[src/bpm_pkg.sv]
// Constants and types shared by the battery protection monitor files.
// Assumes a single 250 MHz clock and firmware-side inputs on that clock.
package bpm_pkg;

  // Clock and time base
  localparam int unsigned CLK_PERIOD_NS  = 4;
  localparam int unsigned NS_PER_SEC     = 1_000_000_000;
  localparam int unsigned SEC_CYCLES     = NS_PER_SEC / CLK_PERIOD_NS;
  localparam int unsigned SECS_PER_HOUR  = 3600;
  localparam int unsigned ISD_INTERVAL_H = 1;
  localparam int unsigned ISD_INTERVAL_S = ISD_INTERVAL_H * SECS_PER_HOUR;
  localparam int unsigned PCT_FULL       = 100;

  // Protector configuration byte layouts
  localparam int unsigned OV_SEL_LSB  = 0;
  localparam int unsigned OV_SEL_W    = 3;
  localparam int unsigned OCD_SEL_LSB = 0;
  localparam int unsigned OCD_SEL_W   = 3;
  localparam int unsigned OCC_SEL_LSB = 3;
  localparam int unsigned OCC_SEL_W   = 2;
  localparam int unsigned SCD_SEL_BIT = 5;

  // Reset values: overvoltage 111, charge OC 10, discharge OC 010, short circuit 0
  localparam logic [7:0] OV_CFG_RST = 8'h07;
  localparam logic [7:0] OC_CFG_RST = 8'h12;

  // Threshold tables
  localparam int unsigned OV_BASE_MV = 4275;
  localparam int unsigned OV_STEP_MV = 25;
  localparam logic [7:0] OCC_MV [4] = '{8'h06, 8'h0D, 8'h12, 8'h1C};
  localparam logic [7:0] OCD_MV [8] = '{8'h0E, 8'h18, 8'h22, 8'h2C,
                                        8'h35, 8'h3F, 8'h49, 8'h53};
  localparam logic [7:0] SCD_LO_MV  = 8'h49;
  localparam logic [7:0] SCD_HI_MV  = 8'h94;

  // Checksum field and command response
  localparam int unsigned SUM_W  = 7;
  localparam int unsigned RESP_W = SUM_W + 1;

  // Safety status word layout
  localparam int unsigned STATUS_W  = 16;
  localparam int unsigned ST_OTD    = 0;
  localparam int unsigned ST_ISD    = 1;
  localparam int unsigned ST_TDD    = 2;
  localparam int unsigned ST_BADSUM = 3;

  localparam int unsigned OV_MV_W = 13;

  typedef logic signed [15:0] bpm_meas_t;
  typedef logic [15:0]        bpm_uval_t;
  typedef logic [7:0]         bpm_byte_t;
  typedef logic [SUM_W-1:0]   bpm_sum_t;
  typedef logic [RESP_W-1:0]  bpm_resp_t;
  typedef logic [OV_MV_W-1:0] bpm_ov_mv_t;

  typedef enum {ISD_IDLE, ISD_ANCHORED} bpm_isd_state_t;

endpackage

[src/bpm_prot_if.sv]
// Signals between the monitor and its protector configuration checker.
// Assumes both ends run on the same clock.
`timescale 1ns/100ps
interface bpm_prot_if;
  import bpm_pkg::*;
  bpm_byte_t  ov_cfg;
  bpm_byte_t  oc_cfg;
  bpm_sum_t   stored_sum;
  logic       sum_cmd;
  logic       mismatch;
  bpm_resp_t  resp;
  logic       resp_valid;
  bpm_ov_mv_t ov_mv;
  bpm_byte_t  occ_mv;
  bpm_byte_t  ocd_mv;
  bpm_byte_t  scd_mv;

  modport owner (output ov_cfg, oc_cfg, stored_sum, sum_cmd,
                 input mismatch, resp, resp_valid, ov_mv, occ_mv, ocd_mv, scd_mv);
  modport cfg   (input ov_cfg, oc_cfg, stored_sum, sum_cmd,
                 output mismatch, resp, resp_valid, ov_mv, occ_mv, ocd_mv, scd_mv);
endinterface

[src/bpm_prot_cfg.sv]
// Protector checksum validation, active threshold selection and decode.
// Assumes the config bytes and stored checksum are steady firmware values.
`timescale 1ns/100ps
module bpm_prot_cfg (
  input wire logic mclk,
  input wire logic reset,
  bpm_prot_if.cfg  p
);
  import bpm_pkg::*;

  bpm_sum_t  sum_now;
  logic      bad_now;
  bpm_byte_t ov_act;
  bpm_byte_t oc_act;

  // Carry out of the sum is dropped so the top response bit stays free
  assign sum_now = SUM_W'(p.ov_cfg + p.oc_cfg);
  assign bad_now = (sum_now != p.stored_sum);

  always_ff @(posedge mclk) begin
    if (reset) begin
      p.mismatch <= 1'b0;
    end else begin
      p.mismatch <= bad_now;
    end
  end

  // Settings only move into service once the checksum agrees
  always_ff @(posedge mclk) begin
    if (reset) begin
      ov_act <= OV_CFG_RST;
      oc_act <= OC_CFG_RST;
    end else if (!bad_now) begin
      ov_act <= p.ov_cfg;
      oc_act <= p.oc_cfg;
    end
  end

  always_ff @(posedge mclk) begin
    if (reset) begin
      p.ov_mv  <= '0;
      p.occ_mv <= '0;
      p.ocd_mv <= '0;
      p.scd_mv <= '0;
    end else begin
      p.ov_mv  <= OV_MV_W'(OV_BASE_MV + OV_STEP_MV * ov_act[OV_SEL_LSB +: OV_SEL_W]);
      p.occ_mv <= OCC_MV[oc_act[OCC_SEL_LSB +: OCC_SEL_W]];
      p.ocd_mv <= OCD_MV[oc_act[OCD_SEL_LSB +: OCD_SEL_W]];
      p.scd_mv <= oc_act[SCD_SEL_BIT] ? SCD_HI_MV : SCD_LO_MV;
    end
  end

  always_ff @(posedge mclk) begin
    if (reset) begin
      p.resp       <= '0;
      p.resp_valid <= 1'b0;
    end else begin
      p.resp_valid <= p.sum_cmd;
      if (p.sum_cmd) begin
        p.resp <= {bad_now, sum_now};
      end
    end
  end
endmodule

[src/bpm_monitor.sv]
// Battery protection monitor: discharge over-temperature, internal short,
// tab disconnect, body diode FET override and protector checksum checking.
// Assumes all inputs come from gauge firmware logic on mclk.
`timescale 1ns/100ps

module bpm_monitor #(
  parameter int unsigned SEC_CYCLES = bpm_pkg::SEC_CYCLES
) (
  input  wire logic                   mclk,
  input  wire logic                   reset,
  input  wire bpm_pkg::bpm_meas_t     temperature,
  input  wire bpm_pkg::bpm_meas_t     otd_limit,
  input  wire bpm_pkg::bpm_meas_t     otd_recovery,
  input  wire bpm_pkg::bpm_byte_t     otd_time_s,
  input  wire logic                   overtemp_fet_open_en,
  input  wire logic                   otd_irq_en,
  input  wire logic                   internal_short_detect_en,
  input  wire logic                   isd_irq_en,
  input  wire logic                   ocv_read,
  input  wire bpm_pkg::bpm_meas_t     passed_charge_mah,
  input  wire bpm_pkg::bpm_uval_t     design_capacity_mah,
  input  wire bpm_pkg::bpm_uval_t     isd_current_divisor,
  input  wire logic                   tab_disconnect_detect_en,
  input  wire logic                   tdd_irq_en,
  input  wire logic                   soh_update,
  input  wire bpm_pkg::bpm_byte_t     soh_pct,
  input  wire bpm_pkg::bpm_byte_t     tdd_soh_pct,
  input  wire bpm_pkg::bpm_meas_t     avg_current_ma,
  input  wire bpm_pkg::bpm_uval_t     body_diode_thresh_ma,
  input  wire logic                   ext_chg_fw_off,
  input  wire logic                   ext_dsg_fw_off,
  input  wire logic                   host_irq_en,
  input  wire logic                   trip_point_feature_en,
  input  wire logic                   safety_clear,
  input  wire bpm_pkg::bpm_byte_t     hw_overvoltage_cfg,
  input  wire bpm_pkg::bpm_byte_t     hw_overcurrent_cfg,
  input  wire bpm_pkg::bpm_sum_t      stored_protector_sum,
  input  wire logic                   compute_protector_sum_cmd,
  output logic [bpm_pkg::STATUS_W-1:0] safety_status_word,
  output logic                        dsg_overtemp_flag,
  output logic                        internal_short_flag,
  output logic                        tab_disconnect_flag,
  output logic                        bad_protector_sum_flag,
  output logic                        chg_fet_on,
  output logic                        dsg_fet_on,
  output logic                        host_irq_pin,
  output bpm_pkg::bpm_resp_t          prot_sum_resp,
  output logic                        prot_sum_resp_valid,
  output bpm_pkg::bpm_ov_mv_t         hw_ov_thresh_mv,
  output bpm_pkg::bpm_byte_t          hw_occ_thresh_mv,
  output bpm_pkg::bpm_byte_t          hw_ocd_thresh_mv,
  output bpm_pkg::bpm_byte_t          hw_scd_thresh_mv
);
  import bpm_pkg::*;

  localparam int unsigned TICK_W = 28;

  bpm_prot_if p ();

  bpm_prot_cfg u_prot_cfg (
    .mclk  (mclk),
    .reset (reset),
    .p     (p.cfg)
  );

  assign p.ov_cfg     = hw_overvoltage_cfg;
  assign p.oc_cfg     = hw_overcurrent_cfg;
  assign p.stored_sum = stored_protector_sum;
  assign p.sum_cmd    = compute_protector_sum_cmd;

  // These come straight from flops inside the checker
  assign prot_sum_resp       = p.resp;
  assign prot_sum_resp_valid = p.resp_valid;
  assign hw_ov_thresh_mv     = p.ov_mv;
  assign hw_occ_thresh_mv    = p.occ_mv;
  assign hw_ocd_thresh_mv    = p.ocd_mv;
  assign hw_scd_thresh_mv    = p.scd_mv;

  function automatic logic [15:0] sat_inc16(input logic [15:0] v);
    sat_inc16 = (v == 16'hFFFF) ? v : 16'(v + 16'h0001);
  endfunction

  function automatic logic [16:0] magnitude(input bpm_meas_t v);
    logic signed [16:0] w;
    w = 17'(v);
    magnitude = w[16] ? 17'(-w) : 17'(w);
  endfunction

  // One-second time base shared by the qualify timer and the OCV interval
  logic [TICK_W-1:0] tick_cnt;
  logic              sec_tick;

  always_ff @(posedge mclk) begin
    if (reset) begin
      tick_cnt <= '0;
      sec_tick <= 1'b0;
    end else begin
      sec_tick <= (tick_cnt == TICK_W'(SEC_CYCLES - 1));
      if (tick_cnt == TICK_W'(SEC_CYCLES - 1)) begin
        tick_cnt <= '0;
      end else begin
        tick_cnt <= TICK_W'(tick_cnt + 1'b1);
      end
    end
  end

  // Discharge over-temperature
  logic        temp_hot;
  logic        temp_cool;
  logic        otd_off;
  logic [15:0] otd_secs;
  logic        next_otd;
  logic        otd_event;

  assign temp_hot  = (temperature >= otd_limit);
  assign temp_cool = (temperature <= otd_recovery);
  assign otd_off   = (otd_time_s == 8'h00);

  always_ff @(posedge mclk) begin
    if (reset) begin
      otd_secs <= '0;
    end else if (!temp_hot || dsg_overtemp_flag || otd_off) begin
      otd_secs <= '0;
    end else if (sec_tick) begin
      otd_secs <= sat_inc16(otd_secs);
    end
  end

  // Recovery outranks the set so a misordered limit pair cannot latch the flag
  always_comb begin
    next_otd = dsg_overtemp_flag;
    if (otd_off) begin
      next_otd = 1'b0;
    end else if (temp_cool) begin
      next_otd = 1'b0;
    end else if (temp_hot && otd_secs >= 16'(otd_time_s)) begin
      next_otd = 1'b1;
    end
  end

  assign otd_event = next_otd && !dsg_overtemp_flag;

  always_ff @(posedge mclk) begin
    if (reset) begin
      dsg_overtemp_flag <= 1'b0;
    end else begin
      dsg_overtemp_flag <= next_otd;
    end
  end

  // Internal short: anchor charge at one OCV read, judge at a read an hour later
  bpm_isd_state_t     isd_state;
  bpm_meas_t          anchor_q;
  logic [15:0]        isd_elapsed;
  logic signed [16:0] dq;
  logic signed [63:0] dq_w;
  logic signed [63:0] div_w;
  logic signed [63:0] dc_w;
  logic signed [63:0] el_w;
  logic signed [63:0] hour_w;
  logic               isd_due;
  logic               isd_hit;

  assign dq      = 17'(passed_charge_mah) - 17'(anchor_q);
  assign dq_w    = 64'(dq);
  assign div_w   = 64'(isd_current_divisor);
  assign dc_w    = 64'(design_capacity_mah);
  assign el_w    = 64'(isd_elapsed);
  assign hour_w  = 64'(SECS_PER_HOUR);
  assign isd_due = (isd_state == ISD_ANCHORED) && ocv_read
                   && (isd_elapsed >= 16'(ISD_INTERVAL_S));
  // Current dq*3600/t compared against -cap/div without a divider
  assign isd_hit = isd_due && internal_short_detect_en
                   && (dq_w * hour_w * div_w <= -(dc_w * el_w));

  always_ff @(posedge mclk) begin
    if (reset) begin
      isd_state   <= ISD_IDLE;
      anchor_q    <= '0;
      isd_elapsed <= '0;
    end else if (!internal_short_detect_en) begin
      isd_state   <= ISD_IDLE;
      isd_elapsed <= '0;
    end else begin
      case (isd_state)
        ISD_IDLE: begin
          if (ocv_read) begin
            anchor_q    <= passed_charge_mah;
            isd_elapsed <= '0;
            isd_state   <= ISD_ANCHORED;
          end
        end
        ISD_ANCHORED: begin
          if (isd_due) begin
            anchor_q    <= passed_charge_mah;
            isd_elapsed <= '0;
          end else if (sec_tick) begin
            isd_elapsed <= sat_inc16(isd_elapsed);
          end
        end
        default: begin
          isd_state <= ISD_IDLE;
        end
      endcase
    end
  end

  // Hardware set wins over a software clear in the same cycle
  always_ff @(posedge mclk) begin
    if (reset) begin
      internal_short_flag <= 1'b0;
    end else if (isd_hit) begin
      internal_short_flag <= 1'b1;
    end else if (safety_clear) begin
      internal_short_flag <= 1'b0;
    end
  end

  // Tab disconnect: ratio test by cross multiplication
  bpm_byte_t   soh_prev;
  logic        have_prev;
  logic [15:0] soh_scaled;
  logic [15:0] soh_limit;
  logic        tdd_hit;

  assign soh_scaled = 16'(soh_pct) * 16'(PCT_FULL);
  assign soh_limit  = 16'(tdd_soh_pct) * 16'(soh_prev);
  assign tdd_hit    = soh_update && have_prev && tab_disconnect_detect_en
                      && (soh_scaled < soh_limit);

  always_ff @(posedge mclk) begin
    if (reset) begin
      soh_prev  <= '0;
      have_prev <= 1'b0;
    end else if (soh_update) begin
      soh_prev  <= soh_pct;
      have_prev <= 1'b1;
    end
  end

  always_ff @(posedge mclk) begin
    if (reset) begin
      tab_disconnect_flag <= 1'b0;
    end else if (tdd_hit) begin
      tab_disconnect_flag <= 1'b1;
    end else if (safety_clear) begin
      tab_disconnect_flag <= 1'b0;
    end
  end

  // Body diode override and FET drive
  logic big_current;
  logic chg_fw_off;
  logic dsg_fw_off;
  logic chg_bd_ovr;
  logic dsg_bd_ovr;

  assign big_current = magnitude(avg_current_ma) >= 17'(body_diode_thresh_ma);
  assign chg_fw_off  = ext_chg_fw_off;
  assign dsg_fw_off  = (dsg_overtemp_flag && overtemp_fet_open_en)
                       || ext_dsg_fw_off;

  always_ff @(posedge mclk) begin
    if (reset) begin
      chg_bd_ovr <= 1'b0;
      dsg_bd_ovr <= 1'b0;
    end else begin
      chg_bd_ovr <= chg_fw_off && big_current;
      dsg_bd_ovr <= dsg_fw_off && big_current;
    end
  end

  // A bad checksum is not overridden: the protector may be misconfigured
  always_ff @(posedge mclk) begin
    if (reset) begin
      chg_fet_on <= 1'b0;
      dsg_fet_on <= 1'b0;
    end else begin
      chg_fet_on <= !p.mismatch && (!chg_fw_off || chg_bd_ovr);
      dsg_fet_on <= !p.mismatch && (!dsg_fw_off || dsg_bd_ovr);
    end
  end

  // Status word and interrupt pin
  logic irq_gate;

  assign irq_gate = host_irq_en && !trip_point_feature_en;

  always_ff @(posedge mclk) begin
    if (reset) begin
      bad_protector_sum_flag <= 1'b0;
      safety_status_word     <= '0;
    end else begin
      bad_protector_sum_flag            <= p.mismatch;
      safety_status_word                <= '0;
      safety_status_word[ST_OTD]        <= dsg_overtemp_flag;
      safety_status_word[ST_ISD]        <= internal_short_flag;
      safety_status_word[ST_TDD]        <= tab_disconnect_flag;
      safety_status_word[ST_BADSUM]     <= p.mismatch;
    end
  end

  always_ff @(posedge mclk) begin
    if (reset) begin
      host_irq_pin <= 1'b0;
    end else begin
      host_irq_pin <= irq_gate && ((otd_event && otd_irq_en)
                      || (isd_hit && isd_irq_en)
                      || (tdd_hit && tdd_irq_en));
    end
  end
endmodule

[config.mk]
export PLATFORM = sky130hd
export DESIGN_NAME = bpm_monitor
export DESIGN_NICKNAME = d
export VERILOG_FILES = /design/src/bpm_pkg.sv /design/src/bpm_prot_if.sv /design/src/bpm_prot_cfg.sv /design/src/bpm_monitor.sv
export SDC_FILE = /design/constraint.sdc
export NUM_CORES = 2
export LEC_CHECK = 0
export ABC_AREA = 1
export CORE_AREA = 2 2 372 374
export DETAILED_ROUTE_END_ITERATION = 12
export DIE_AREA = 0 0 374 376
export DONT_BUFFER_PORTS = 1
export PLACE_DENSITY = 0.46
export SETUP_SLACK_MARGIN = 0.1
export SYNTH_ARGS = -nofsm -noshare
export SYNTH_HDL_FRONTEND = slang
export SYNTH_HIERARCHICAL = 1
export SYNTH_SLANG_ARGS = --single-unit
[constraint.sdc]
create_clock -name mclk -period 20.3 [get_ports mclk]
set_input_delay 1.015 -clock mclk [delete_from_list [all_inputs] [get_ports mclk]]
set_output_delay 1.015 -clock mclk [all_outputs]
set_load 0.02 [all_outputs]
After elaboration in Yosys (flattened, before gate mapping)
Memories as Yosys holds them, arrays and structs flattened. A register that Yosys moved wholly into a read port is not among the register bits.
Cells that the tools add are included.
{ "op_classes": {"add_sub_neg": 8, "mul": 6, "order_cmp": 8, "n_eq_ne": 10, "n_mux": 21, "n_bitwise": 5, "n_reduce_logical": 44} }
{ "ops": {"columns": ["op", "n"], "rows": [
  ["16-bit two-way mux", 6],
  ["47-bit by 64-bit less-or-equal comparator with 1-bit output", 1],
  ["32-bit negator with 64-bit output", 1],
  ["16-bit case mux with 2 select lines", 2],
  ["32-bit case mux with 2 select lines", 1],
  ["26-bit by 17-bit multiplier with 43-bit output", 1],
  ["16-bit by 1-bit adder with 16-bit output, second input constant", 2],
  ["16-bit equality test, second input constant", 2],
  ["32-bit by 1-bit equality test with 1-bit output, second input constant", 1],
  ["32-bit by 2-bit equality test with 1-bit output, second input constant", 1],
  ["32-bit zero test", 1],
  ["16-bit by 16-bit multiplier with 32-bit output", 1],
  ["32-bit two-way mux", 1],
  ["28-bit by 1-bit adder with 28-bit output, second input constant", 1],
  ["28-bit equality test, second input constant", 1],
  ["17-bit by 9-bit multiplier with 26-bit output, second input constant", 1],
  ["8-bit two-way mux", 3],
  ["1-bit logical AND", 19],
  ["17-bit by 16-bit >= comparator with 1-bit output", 1],
  ["17-bit two-way mux", 1],
  ["16-bit negator with 17-bit output", 1],
  ["16-bit by 16-bit subtractor with 17-bit output", 1],
  ["8-bit binary-select mux with 2-bit select", 1],
  ["16-bit by 12-bit >= comparator with 1-bit output, second input constant", 1],
  ["other kinds (24)", 50]
]} }
{ "word_totals": {"regBits": 191, "mem_bits_ro": 64, "out_inout_bits": 69, "mem_count": 1} }
{ "memory_table": {"columns": ["name", "depth", "word_bits", "read_ports", "rd_ports_with_merged_regs", "wr", "line", "source"], "rows": [
  ["(name not given)", 8, 8, 1, 1, 0, "bpm_prot_cfg.sv:48", "p.ocd_mv <= OCD_MV[oc_act[OCD_SEL_LSB +: OCD_SEL_W]];"]
]} }

Depth between registers and ports, before layout
{ "logic_depth": {"ltp_word": 10, "depth_mapped": 71, "mapped_depth_nobuf": 70} }

By module
The synthesis kept the hierarchy.
{ "modules_own_cells": {"columns": ["module", "instances", "cells_each", "area_per_inst_um2"], "rows": [
  ["bpm_monitor", 1, 5103, 38433.1],
  ["bpm_prot_cfg", 1, 299, 2297.2]
]} }

Worst setup path before layout
Ideal clock, no wire load.
{ "synth_path": {"path_kind": "input port to flip-flop", "start": "in passed_charge_mah[0]", "end": "reg host_irq_pin", "setup_time_ps": 109, "arrival_ps": 12691, "required_time_ps": 20191, "setup_slack_ps": 7500, "stages": 57, "cell_sequence": "inv_1 ha_1 fa_1 inv_1 nand3_1 nand3_2 nand2_2 nand2_2 a31oi_1 xor2_1 ha_1 fa_1 fa_1 ha_1 ha_1 nand2_1 nor2_1 nand2_1 [21 not listed] nor3_1 nand2_1 nand2_1 xor2_1 ha_1 a21o_1 nor2_1 nand2_1 nand2_1 nand2_1 a21oi_1 nand2_1 nand2_1 nand3_1 nand3_1 nand3_1 nand2_1 inv_1"} }
{ "synth_via": {"elab_chain_len": 9} }
{ "synth_lines": {"columns": ["item", "line", "source"], "rows": [
  ["from (decl)", "bpm_monitor.sv:20", "input wire bpm_pkg::bpm_meas_t passed_charge_mah,"],
  ["16-bit by 16-bit subtractor with 17-bit output", "bpm_monitor.sv:164", "assign dq = 17'(passed_charge_mah) - 17'(anchor_q);"],
  ["17-bit by 9-bit multiplier with 26-bit output", "bpm_monitor.sv:174", "&& (dq_w * hour_w * div_w <= -(dc_w * el_w));"],
  ["26-bit by 17-bit multiplier with 43-bit output", "bpm_monitor.sv:174", null],
  ["47-bit by 64-bit less-or-equal comparator with 1-bit output", "bpm_monitor.sv:174", null],
  ["1-bit logical AND", "bpm_monitor.sv:174", null],
  ["1-bit logical AND", "bpm_monitor.sv:308", "|| (isd_hit && isd_irq_en)"],
  ["1-bit logical OR", "bpm_monitor.sv:308", null],
  ["1-bit logical OR", "bpm_monitor.sv:309", "|| (tdd_hit && tdd_irq_en));"],
  ["1-bit logical AND", "bpm_monitor.sv:307", "host_irq_pin <= irq_gate && ((otd_event && otd_irq_en)"],
  ["to (signal assigned)", "bpm_monitor.sv:307", null],
  ["to (decl)", "bpm_monitor.sv:46", "output logic host_irq_pin,"]
]} }
No other way between the ends.
A chain may end at the register's enable or synchronous reset.

Worst setup path after layout
Ends and elaborated chain as after synthesis.

==> summary.md <==
| Metric | Value |
|---|---|
| Outcome | `finished clean` |
| Final Core Density | `0.314` |
| Synth Cell Area | `0.0407 mm²` |
| Multiplexer share of the synthesized area | `0` |
| Most instantiated library cell after synthesis | `inv_1` |
| Data required, critical path | `20.68 ns` |
| Synth area leaders | `fa_1 (33%), ha_1 (16%), inv_1 (13%), nand2_1 (10%), dfxtp_1 (7.0%)` |
| H-Tree Depth | `4` |
| Largest net degree at the start of global routing | `50` |
| XOR/XNOR Fraction of Synth Area | `0.0348` |
| Drt wl/cell | `15.7 µm` |
| Crit Reg-Reg Startpoint | `anchor_q[0]` |
| Total congestion overflow | `0` |
| CTS tree | `yes` |
| # DRC | `0` |
| Min Tclk post-route | `13.30 ns` |
| Fin crit share | `0.655` |
| Clock slew at reported path FFs | `0.07 ns` |
| Max Slew Vio Count | `0` |
| DIE HEIGHT | `376 µm` |
| Ys async rst share | `0` |
| Number of buffers added for setup after CTS | `0` |
| Synth Area in Compound Gates | `0.0675` |
| Reg2Reg Depth | `59` |
| Layout cells sized above 1 | `0.0302` |
| Antenna Cells | `0` |
| Vias in the first global route | `33.8k` |
| Hold WC Path Type | `register to register` |
| Core area | `0.137 mm²` |
| Initial DRC Count | `1486` |
| Synth Warn # | `6` |
| Crit path capture type | `register` |
| Initial antenna violation count | `0` |
| Die ar. | `0.141 mm²` |
| Most frequent cells after synthesis | `inv_1 (1367), nand2_1 (1081), fa_1 (673), ha_1 (505), nor2_1 (418)` |
| Top cell type's share of synthesized area | `0.331` |
| Crit Reg-Reg Endpoint | `host_irq_pin` |
| DPL Wire Length | `93800 µm` |
| TNS Setup | `0 ns` |
| Setup Crit Path Kind | `input port to register` |
| Clock sink total | `142` |
| CTS Buf Count | `17` |
| EDFF count, synth | `0` |
| Worst-Skew Late Latency | `0.49 ns` |
| Worst Hold Path Cells | `1` |
| Crit start category | `input port` |
| Worst Tran Pin Value | `1.08 ns` |
| R2R Setup Slk | `7.23 ns` |
| Post-CTS Resized | `0` |
| Final nets | `6629` |
| Maximum root-to-sink buffer count | `2` |
| Register area share after synthesis | `0.0698` |
| Hold path start | `u_prot_cfg/oc_act[5]` |
| CP max-delay cell | `and2_1` |
| Final setup violation count | `0` |
| Post-synth top area cell | `fa_1` |
| Fmax | `75.2 MHz` |
| Root Driver | `clkbuf_16` |
| Die Wd | `374 µm` |
| Critical Path Max Stage Delay | `0.67 ns` |
| WL final | `111000 µm` |
| Slew HR | `0.281` |
| Worst Path Arrival | `13.68 ns` |
| GP Congestion | `0.865` |
| Cell mode on critical path | `inv_1` |
| Distinct cells, synth | `64` |
| Cells after Synth | `5402` |
| Hold path endpoint | `u_prot_cfg/p.scd_mv[6]` |
| DP Area | `0.0423 mm²` |
| Initial Util | `0.298` |
| Dominant synthesized flop cell | `dfxtp_1` |
| IO Pins | `260` |
| Port Buf Inserts | `0` |
| Layout area overhead | `5.27%` |
| Design area | `0.0429 mm²` |
| Hold-fix buffers, CTS | `0` |
| RSZ-0062 raised after global routing | `no` |
| Final Hold Viols | `0` |
| Drt pass-1 iters | `8` |
| Syn Area/Cell | `7.54 µm²` |
| DRT antenna net count | `0` |
| Final Skew | `0.0234 ns` |
| #FFs+latches synth | `142` |
| CP Max Fanout | `18` |
| Post-Synth Adder-Cell Area | `0.486` |
| Post-Synth Simple-Gate Area | `0.192` |
| Largest family of logic cells by synthesized area | `adder cells` |
| First-pass GRT wire length | `184000 µm` |
| Via Count | `32.0k` |
| All-layer global routing usage | `0.163` |
| Number of max-cap violations | `0` |
| Via/cell ratio | `4.53` |
| Row cnt | `136` |
==> metrics by stage <==
step	hold slack (ns)	setup slack, ns	instances
floorplan	0.393	7.50	5421
global placement	0.404	6.57	7035
detailed placement	0.403	6.57	7035
CTS	0.416	7.07	7067
global route	0.431	5.89	7067
finish	0.415	7.00	7067
==> layout make-up <==
cell class                 count  area [µm²]
multi-input combinational   3697       31900
inverter                    1386        5200
sequential                   142        2840
clock buffer                  17         425
fill                       14900       93800
tap                         1794        2240
clock inverter                15         171
timing repair buffer          16         120
==> cell usage in the layout, fill, tap and decap left out, types with 41 or more instances in the layout <==
cell / instances
inv_1: 1367
nand2_1: 1081
fa_1: 673
ha_1: 505
nor2_1: 418
a21oi_1: 234
nand3_1: 148
dfxtp_1: 142
o21ai_0: 114
xor2_1: 96
xnor2_1: 64
nor3_1: 42
nand4_1: 41
==> routing by layer <==
| layer | track usage | up-vias | part of all wire |
|---|---|---|---|
| met2 | 0.282 | 500 | 0.48 |
| met1 | 0.220 | 15600 | 0.47 |
| met4 | 0.0299 | 0 | 0.012 |
| li1 | - | 15800 | - |
| met5 | 0 | - | 0 |
| met3 | 0.0204 | 66 | 0.039 |
==> flip-flops by register name (all words and copies together) (netlist names), 2 cells and up <==
| signal | flops |
|---|---|
| tick_cnt | 28 |
| u_prot_cfg/p.scd_mv | 2 |
| u_prot_cfg/p.resp | 8 |
| u_prot_cfg/oc_act | 6 |
| isd_elapsed | 16 |
| otd_secs | 16 |
| u_prot_cfg/ov_act | 3 |
| u_prot_cfg/p.occ_mv | 5 |
| safety_status_word | 4 |
| u_prot_cfg/p.ocd_mv | 7 |
| anchor_q | 16 |
| soh_prev | 8 |
| u_prot_cfg/p.ov_mv | 10 |
==> critical path, delay by kind of cell <==
family | cells | cell delay (ns)
compound gates | 7 | 1.34
xor+xnor | 2 | 0.29
fa+ha+maj | 15 | 6.16
buf+inv | 13 | 0.93
simple gates | 23 | 3.88
==> how the worst max path moves through the flow <==
stage / from / endpoint / cells after the start
floorplan: passed_charge_mah[0] / host_irq_pin / 57
global placement: passed_charge_mah[0] / host_irq_pin / 59
detailed placement: passed_charge_mah[0] / host_irq_pin / 60
CTS: passed_charge_mah[0] / host_irq_pin / 60
global route: passed_charge_mah[0] / host_irq_pin / 63
finish: passed_charge_mah[0] / host_irq_pin / 60
==> logic make-up (layout without fill, tap and decap cells) <==
kind of cell             Yosys count  count (layout)
adder cells (fa/ha/maj)         1178            1178
XOR/XNOR                         162             162
buffers and inverters           1582            1434
other                              2              21
flip-flops                       142             142
AO/OA/AOI/OAI                    481             481
AND/OR/NAND/NOR                 1855            1855
Power is not shown: default switching activity piles up to over one toggle a cycle in this logic, so the estimate is an artifact.
